## src/hdl/cmaf_defines.vh

```
`ifndef CMAF_DEFINES_VH
`define CMAF_DEFINES_VH

// Clock rate and timing figures
`define CMAF_CLK_HZ 20000000
`define CMAF_PWRUP_US 500
`define CMAF_PWRUP_CYC ((`CMAF_PWRUP_US * (`CMAF_CLK_HZ / 1000000)) + 1)
`define CMAF_CONV_STEP_US 6
`define CMAF_CONV_STEP_CYC (`CMAF_CONV_STEP_US * (`CMAF_CLK_HZ / 1000000))
`define CMAF_UV_DELAY_MS 1000
`define CMAF_UV_DELAY_CYC (`CMAF_UV_DELAY_MS * (`CMAF_CLK_HZ / 1000))

// Converter layout
`define CMAF_ADC_BITS 14
`define CMAF_NUM_CELLS 6
`define CMAF_NUM_TEMPS 2
`define CMAF_NUM_SRC 9
`define CMAF_SRC_GPAI 8

`endif

```

## src/hdl/cmaf_result_mem.v

```verilog
`timescale 1ns/10ps
`default_nettype none

module cmaf_result_mem #(
  parameter DW = 14,
  parameter AW = 4,
  parameter DEPTH = 9
) (
  input wire clk, // Clock
  input wire we, // Write strobe
  input wire [AW-1:0] waddr, // Write address
  input wire [DW-1:0] wdata, // Write data
  input wire [AW-1:0] raddr, // Read address
  output reg [DW-1:0] rdata_reg // Registered read data
);

  reg [DW-1:0] mem [0:DEPTH-1];

  always @(posedge clk) begin
    if (we) begin
      mem[waddr] <= wdata;
    end
    rdata_reg <= mem[raddr];
  end

endmodule

`default_nettype wire

```

## src/hdl/cmaf_monitor.v

```verilog
`timescale 1ns/10ps
`default_nettype none
`include "cmaf_defines.vh"

// Function
// - Protection compares run apart from the converter, needing no conversion activity.
// - Faults appear on a dedicated output pin, not through the host bus.
// - Fault asserts when any cell exceeds the over-voltage threshold.
// - Fault asserts after a cell stays under-voltage for the detection delay.
// - Separate alert output serves over-temperature on two temperature channels.
// - Alert asserts once a temperature exceeds the over-temperature threshold.
// - Conversion takes six microseconds per channel plus six microseconds start.
// - Power control bit set keeps converter and reference powered.
// - With converter powered, a commanded conversion starts without power-up delay.
// - With power bit clear, a command powers up automatically, adding 500 microseconds.
// - Automatic mode powers down after every conversion, so each pays power-up.
// - 14-bit converter multiplexes six cells, two temperatures, one general analog input.
module cmaf_monitor #(
  parameter NCELL = `CMAF_NUM_CELLS,
  parameter NTEMP = `CMAF_NUM_TEMPS,
  parameter NSRC = `CMAF_NUM_SRC,
  parameter DW = `CMAF_ADC_BITS,
  parameter PWRUP_CYC = `CMAF_PWRUP_CYC,
  parameter STEP_CYC = `CMAF_CONV_STEP_CYC,
  parameter UV_DELAY_CYC = `CMAF_UV_DELAY_CYC
) (
  input wire clk, // 20 MHz clock
  input wire nrst, // Synchronous reset, active low
  input wire [NCELL*DW-1:0] cell_level, // Protection comparator cell levels
  input wire [NTEMP*DW-1:0] temp_level, // Protection comparator temperatures
  input wire [DW-1:0] ov_threshold, // Over-voltage threshold
  input wire [DW-1:0] uv_threshold, // Under-voltage threshold
  input wire [DW-1:0] ot_threshold, // Over-temperature threshold
  input wire adc_on, // Converter power control bit
  input wire conv_start, // Conversion command, pin
  input wire [3:0] conv_count, // Sources to convert, 1..9
  input wire [DW-1:0] adc_sample, // Converter sample at end of step
  input wire [3:0] result_sel, // Result index to read
  output reg fault_reg, // Fault output pin
  output reg alert_reg, // Alert output pin
  output reg adc_power_reg, // Converter and reference powered
  output reg [3:0] mux_sel_reg, // Converter input select
  output reg busy_reg, // Sequence in progress
  output reg conv_done_reg, // Sequence done, held until next command
  output reg [DW-1:0] result_reg // Selected conversion result
);

  // ----------------------------------------
  // States and widths
  // ----------------------------------------
  localparam ST_IDLE = 2'b00;
  localparam ST_PWRUP = 2'b01;
  localparam ST_OVH = 2'b10;
  localparam ST_CONV = 2'b11;
  localparam CW = 25;
  localparam UW = 26;

  // ----------------------------------------
  // Helper functions
  // ----------------------------------------
  // Out-of-range requests are folded into range rather than refused
  function [3:0] clamp_count;
    input [3:0] req;
    begin
      if (req == 4'h0) begin
        clamp_count = 4'h1;
      end else if (req > NSRC[3:0]) begin
        clamp_count = NSRC[3:0];
      end else begin
        clamp_count = req;
      end
    end
  endfunction

  // Timer counts down to zero, so a span of N cycles loads N-1
  function [CW-1:0] load_of;
    input [CW-1:0] cycles;
    begin
      load_of = cycles - {{(CW-1){1'b0}}, 1'b1};
    end
  endfunction

  function above;
    input [DW-1:0] lvl;
    input [DW-1:0] lim;
    begin
      above = (lvl > lim);
    end
  endfunction

  function below;
    input [DW-1:0] lvl;
    input [DW-1:0] lim;
    begin
      below = (lvl < lim);
    end
  endfunction

  function is_last;
    input [3:0] sel;
    input [3:0] total;
    begin
      is_last = ((sel + 4'h1) >= total);
    end
  endfunction

  // ----------------------------------------
  // Pin synchronisers
  // ----------------------------------------
  reg [2:0] start_s1_reg;
  reg [2:0] start_s2_reg;
  reg start_prev_reg;
  reg [3:0] count_s1_reg;
  reg [3:0] count_s2_reg;
  // Count travels through the same two stages as the start pin, so both line up
  always @(posedge clk) begin
    if (!nrst) begin
      start_s1_reg <= 3'h0;
      start_s2_reg <= 3'h0;
      start_prev_reg <= 1'b0;
      count_s1_reg <= 4'h0;
      count_s2_reg <= 4'h0;
    end else begin
      start_s1_reg <= {adc_on, conv_start, 1'b0};
      start_s2_reg <= start_s1_reg;
      start_prev_reg <= start_s2_reg[1];
      count_s1_reg <= conv_count;
      count_s2_reg <= count_s1_reg;
    end
  end
  wire on_sync = start_s2_reg[2];
  wire start_pulse = start_s2_reg[1] & ~start_prev_reg;

  // ----------------------------------------
  // Protection path
  // ----------------------------------------
  // The comparators read their own inputs only; no converter state is used.
  reg [NCELL-1:0] ov_hit;
  reg [NCELL-1:0] uv_hit;
  reg [NTEMP-1:0] ot_hit;
  genvar g;
  generate
    for (g = 0; g < NCELL; g = g + 1) begin : g_cell
      always @* begin
        ov_hit[g] = above(cell_level[g*DW +: DW], ov_threshold);
        uv_hit[g] = below(cell_level[g*DW +: DW], uv_threshold);
      end
    end
    for (g = 0; g < NTEMP; g = g + 1) begin : g_temp
      always @* begin
        ot_hit[g] = above(temp_level[g*DW +: DW], ot_threshold);
      end
    end
  endgenerate

  reg [UW-1:0] uv_cnt_reg;
  wire uv_expired = (uv_cnt_reg >= UV_DELAY_CYC[UW-1:0]);
  always @(posedge clk) begin
    if (!nrst) begin
      uv_cnt_reg <= {UW{1'b0}};
    end else begin
      // The delay restarts only once no cell is under-voltage
      if (|uv_hit) begin
        // Saturates so a long under-voltage never wraps back below the delay
        if (uv_cnt_reg < UV_DELAY_CYC[UW-1:0]) begin
          uv_cnt_reg <= uv_cnt_reg + 1'b1;
        end
      end else begin
        uv_cnt_reg <= {UW{1'b0}};
      end
    end
  end

  // ----------------------------------------
  // Protection outputs
  // ----------------------------------------
  always @(posedge clk) begin
    if (!nrst) begin
      fault_reg <= 1'b0;
      alert_reg <= 1'b0;
    end else begin
      fault_reg <= (|ov_hit) | uv_expired;
      alert_reg <= |ot_hit;
    end
  end

  // ----------------------------------------
  // Conversion sequencer
  // ----------------------------------------
  reg [1:0] state_reg;
  reg [CW-1:0] timer_reg;
  reg [3:0] nconv_reg;
  reg auto_reg;
  reg mem_we_reg;
  reg [3:0] mem_waddr_reg;
  reg [DW-1:0] mem_wdata_reg;
  wire [DW-1:0] mem_rdata;
  wire timer_end = (timer_reg == {CW{1'b0}});
  wire [3:0] count_lim = clamp_count(count_s2_reg);

  always @(posedge clk) begin
    if (!nrst) begin
      state_reg <= ST_IDLE;
      timer_reg <= {CW{1'b0}};
      nconv_reg <= 4'h0;
      auto_reg <= 1'b0;
      mux_sel_reg <= 4'h0;
      busy_reg <= 1'b0;
      conv_done_reg <= 1'b0;
      adc_power_reg <= 1'b0;
      mem_we_reg <= 1'b0;
      mem_waddr_reg <= 4'h0;
      mem_wdata_reg <= {DW{1'b0}};
    end else begin
      mem_we_reg <= 1'b0;
      if (!timer_end) begin
        timer_reg <= timer_reg - 1'b1;
      end
      case (state_reg)
        ST_IDLE: begin
          adc_power_reg <= on_sync;
          if (start_pulse) begin
            busy_reg <= 1'b1;
            conv_done_reg <= 1'b0;
            nconv_reg <= count_lim;
            mux_sel_reg <= 4'h0;
            adc_power_reg <= 1'b1;
            if (on_sync) begin
              // Already powered: go straight to overhead
              auto_reg <= 1'b0;
              timer_reg <= load_of(STEP_CYC[CW-1:0]);
              state_reg <= ST_OVH;
            end else begin
              auto_reg <= 1'b1;
              timer_reg <= load_of(PWRUP_CYC[CW-1:0]);
              state_reg <= ST_PWRUP;
            end
          end
        end
        ST_PWRUP: begin
          if (timer_end) begin
            timer_reg <= load_of(STEP_CYC[CW-1:0]);
            state_reg <= ST_OVH;
          end
        end
        ST_OVH: begin
          if (timer_end) begin
            timer_reg <= load_of(STEP_CYC[CW-1:0]);
            state_reg <= ST_CONV;
          end
        end
        ST_CONV: begin
          if (timer_end) begin
            mem_we_reg <= 1'b1;
            mem_waddr_reg <= mux_sel_reg;
            mem_wdata_reg <= adc_sample;
            if (is_last(mux_sel_reg, nconv_reg)) begin
              busy_reg <= 1'b0;
              conv_done_reg <= 1'b1;
              // Auto mode drops power; manual keeps it while the bit stays set
              adc_power_reg <= auto_reg ? 1'b0 : on_sync;
              state_reg <= ST_IDLE;
            end else begin
              mux_sel_reg <= mux_sel_reg + 4'h1;
              timer_reg <= load_of(STEP_CYC[CW-1:0]);
            end
          end
        end
        default: begin
          state_reg <= ST_IDLE;
        end
      endcase
    end
  end

  // ----------------------------------------
  // Results
  // ----------------------------------------
  cmaf_result_mem #(
    .DW(DW),
    .AW(4),
    .DEPTH(NSRC)
  ) u_mem (
    .clk(clk),
    .we(mem_we_reg),
    .waddr(mem_waddr_reg),
    .wdata(mem_wdata_reg),
    .raddr(result_sel),
    .rdata_reg(mem_rdata)
  );

  always @(posedge clk) begin
    if (!nrst) begin
      result_reg <= {DW{1'b0}};
    end else begin
      result_reg <= mem_rdata;
    end
  end

endmodule

`default_nettype wire

```

## config.mk

```make
export PLATFORM = sky130hd
export DESIGN_NAME = cmaf_monitor
export DESIGN_NICKNAME = d
export VERILOG_FILES = /design/src/hdl/cmaf_result_mem.v /design/src/hdl/cmaf_monitor.v
export VERILOG_INCLUDE_DIRS = /design/src /design/src/hdl
export SDC_FILE = /design/constraint.sdc
export NUM_CORES = 1
export LEC_CHECK = 0
export BUFFER_PORTS_ARGS = -buffer_cell sky130_fd_sc_hd__buf_2
export CAP_MARGIN = 20
export CORE_MARGIN = 2
export CORE_UTILIZATION = 55
export DETAILED_ROUTE_END_ITERATION = 16
export GPL_ROUTABILITY_DRIVEN = 0
export PLACE_DENSITY = 0.77
export SYNTH_ARGS = -nofsm -noshare
export SYNTH_HDL_FRONTEND = slang
export SYNTH_SLANG_ARGS = --single-unit
export TNS_END_PERCENT = 10
```

## constraint.sdc

```tcl
create_clock -name clk -period 4.45 [get_ports clk]
set_clock_uncertainty 0.1 [all_clocks]
set_input_delay 0.2225 -clock clk [delete_from_list [all_inputs] [get_ports clk]]
set_output_delay 0.2225 -clock clk [all_outputs]
set_load 0.02 [all_outputs]
```

==> results.tsv <==
stage	metric	value	unit
min_path	origin of the worst min-delay path	temp_level[19]	
routing	drt via density	5.82	
clock_tree	Clk pin slew, worst setup/hold paths	0.06	ns
layout	final net count	1889	
routing	Detail Route Antenna Nets	0	
sta	RSZ-0062 raised after global routing	false	
synthesis	Yosys top cell by area	edfxtp_1	
global_route	GRT overflow	0	
synthesis	EDFF count, synth	126	
synthesis	Synth Flop Type	dfxtp_1	
outcome	run status	completed	
synthesis	Synth warnings	0	
sta	Rel. slew slack	0.357	
placed_design	Port-buffer cells	202	
routing	vias	10807	
global_route	Tot GR Track Use	0.262	
synthesis	Synth area leaders	edfxtp_1 (27%), dfxtp_1 (18%), ha_1 (18%)	
pwr	peak supply drop	0.387	mV
clock_tree	clock latency on the worst-skew pair	0.53	ns
critical_path	Worst Setup End Kind	flop	
critical_path	WP data required	4.73	ns
critical_path	critical path startpoint	timer_reg[1]	
sta	final hold vios	0	
clock_tree	H-tree Lvls	1	
floorplan	Rows	58	
synthesis	Mapped Cells	1281	
critical_path	Worst R2R Start	timer_reg[1]	
sta	Slew Viols, Final	0	
synthesis	number of synthesized register bits	253	
pwr	pwr/cell area	396	mW/mm²
routing	post-route DRC violation count	0	
layout	filler cell count	1949	
pwr	Overall Power	6.53	mW
floorplan	DIE WIDTH	164	µm
clock_tree	setup bufs post-CTS	0	
clock_tree	clock sinks	253	
layout	P&R area growth vs syn	17.6	%
global_route	largest net degree at the start of global routing	45	
sta	Final Setup Violations	0	
synthesis	sequential area share after synthesis	0.452	
synthesis	Avg Cell Area, Syn	10.9	µm²
floorplan	DIE HEIGHT	164	µm
global_route	vias in the first global route	10767	
floorplan	Die ar.	0.0268	mm²
layout	Largest register FFs	126	
sta	final worst-path cycle share	0.753	
flow_run	Max-Cap Viols	0	
clock_tree	clock buffer count from CTS	25	
placed_design	Placed Cells	1788	
layout	post-route insts no fill	1858	
routing	DRT Pass-1 Iters	6	
synthesis	share of the synthesized area in the top cell type	0.270	
placed_design	Placed Area	0.0154	mm²
min_path	HP Class	in -> reg	
sta	FMAX	0.298	GHz
sta	Worst Max-Slew Pin Slew	0.964	ns
sta	setup TNS	0	ns
placed_design	dpl hpwl	24800	µm
clock_tree	clk buf depth	3	
routing	Starting DRT DRC Count	755	
clock_tree	Clock Root Buffer	clkbuf_16	
sta	worst hold slack	0.0720	ns
critical_path	Worst Path Max Fanout	18	
pwr	static leakage	7.14	nW
synthesis	Post-synth ARST share	0	
synthesis	Commonest cells post-synth	ha_1 (203), dfxtp_1 (127), edfxtp_1 (126)	
sta	fin crit period	3.35	ns
routing	WL/cell	18.7	µm
global_route	global-route wire length before repair	55100	µm
routing	drt total wl	34800	µm
layout	design area	0.0165	mm²
critical_path	Worst EP arrival	3.63	ns
floorplan	Initial Utilization	0.558	
synthesis	synth unique cells	63	
critical_path	critical path type	reg -> reg	
layout	layout cell share with drive strength beyond 1	0.199	
synthesis	count leader, synth	ha_1	
clock_tree	CTS tree	built	
global_route	initial antenna violation count	3	
floorplan	I/O pins	203	
synthesis	net count after synthesis	1664	
critical_path	Startpoint Class	flop	
floorplan	Core ar.	0.0251	mm²
synthesis	Mapped Area	0.0140	mm²
==> worst max-delay path, stage by stage (launching register included) <==
cell	delay (ns)
dfxtp_1	0.34
inv_1	0.09
ha_1	0.19
or3b_2	0.51
or3_4	0.44
nor3_4	0.36
inv_2	0.23
o21ai_0	0.23
a211o_1	0.51
o21ai_0	0.20
==> logic make-up after synthesis <==
group	count (synthesis)	share of synthesized area
AND/OR/NAND/NOR	369	0.133
AO/OA/AOI/OAI	256	0.115
flip-flops	253	0.452
adder cells (fa/ha/maj)	203	0.181
buffers and inverters	104	0.0288
multiplexers	51	0.0615
XOR/XNOR	45	0.0281
==> layout by cell type (no fill, tap or decap), drive strengths merged, types with 5 or more instances in the layout <==
cell type	instances
and2	31
a21o	37
nor2	88
nor2b	13
nand4	35
mux2i	23
ha	203
xnor2	13
and4	10
xor2	32
a211oi	12
nand3	33
and3	10
nand2	91
a21oi	90
o22ai	6
dlygate4sd3	20
inv	71
nor3	20
nand2b	11
edfxtp	126
o21a	8
nor4	7
dfxtp	127
clkinv	12
o21ai	50
nand3b	5
mux4	28
o211ai	17
buf	211
clkbuf	29
==> stage by stage <==
| stage | setup WS, ns | utilization |
|---|---|---|
| after global placement | 1.27 | 0.614 |
| after global routing | 0.799 | 0.656 |
| after floorplan | 1.48 | - |
| after detailed placement | 1.13 | 0.614 |
| final | 1.10 | 0.656 |
| after CTS | 1.10 | 0.655 |
==> layout make-up <==
class                   instances  area (µm²)  share of cell area
multi-input cells             924        7330               0.445
flip-flops and latches        253        6330               0.384
repair buffers                231        1290              0.0784
clock buffers                  29         671              0.0407
well taps                     330         413              0.0251
inverters                      71         267              0.0162
clock inverters                17         176              0.0107
diodes                          3        7.51            0.000456
==> power breakdown <==
part	switching, mW	internal [mW]
registers	0.114	2.56
logic	1.00	0.714
clock network	0.877	1.26
total	1.99	4.54
==> per-layer routing <==
layer,vias to the layer above,share of wire,global-route usage
met5,-,0,0
met4,0,0.032,0.0837
met2,382,0.48,0.444
met3,86,0.067,0.0406
met1,5115,0.42,0.346
li1,5224,-,-
==> final timing paths <==
kind / to / slack [ns] / cells after the start
setup / recovery: timer_reg[9] / 1.10 / 9
setup reg to reg: timer_reg[9] / 1.10 / 9
hold / removal: alert_reg / 0.07 / 4
hold reg to reg: result_reg[2] / 0.33 / 1
==> timing repair <==
| item | 4_1_cts | 5_1_grt |
|---|---|---|
| resized for setup | 0 | 0 |
| hold buffers | 20 | 0 |
| endpoints found under the hold margin | 20 | 0 |
Power figures use the tool's default switching activity.
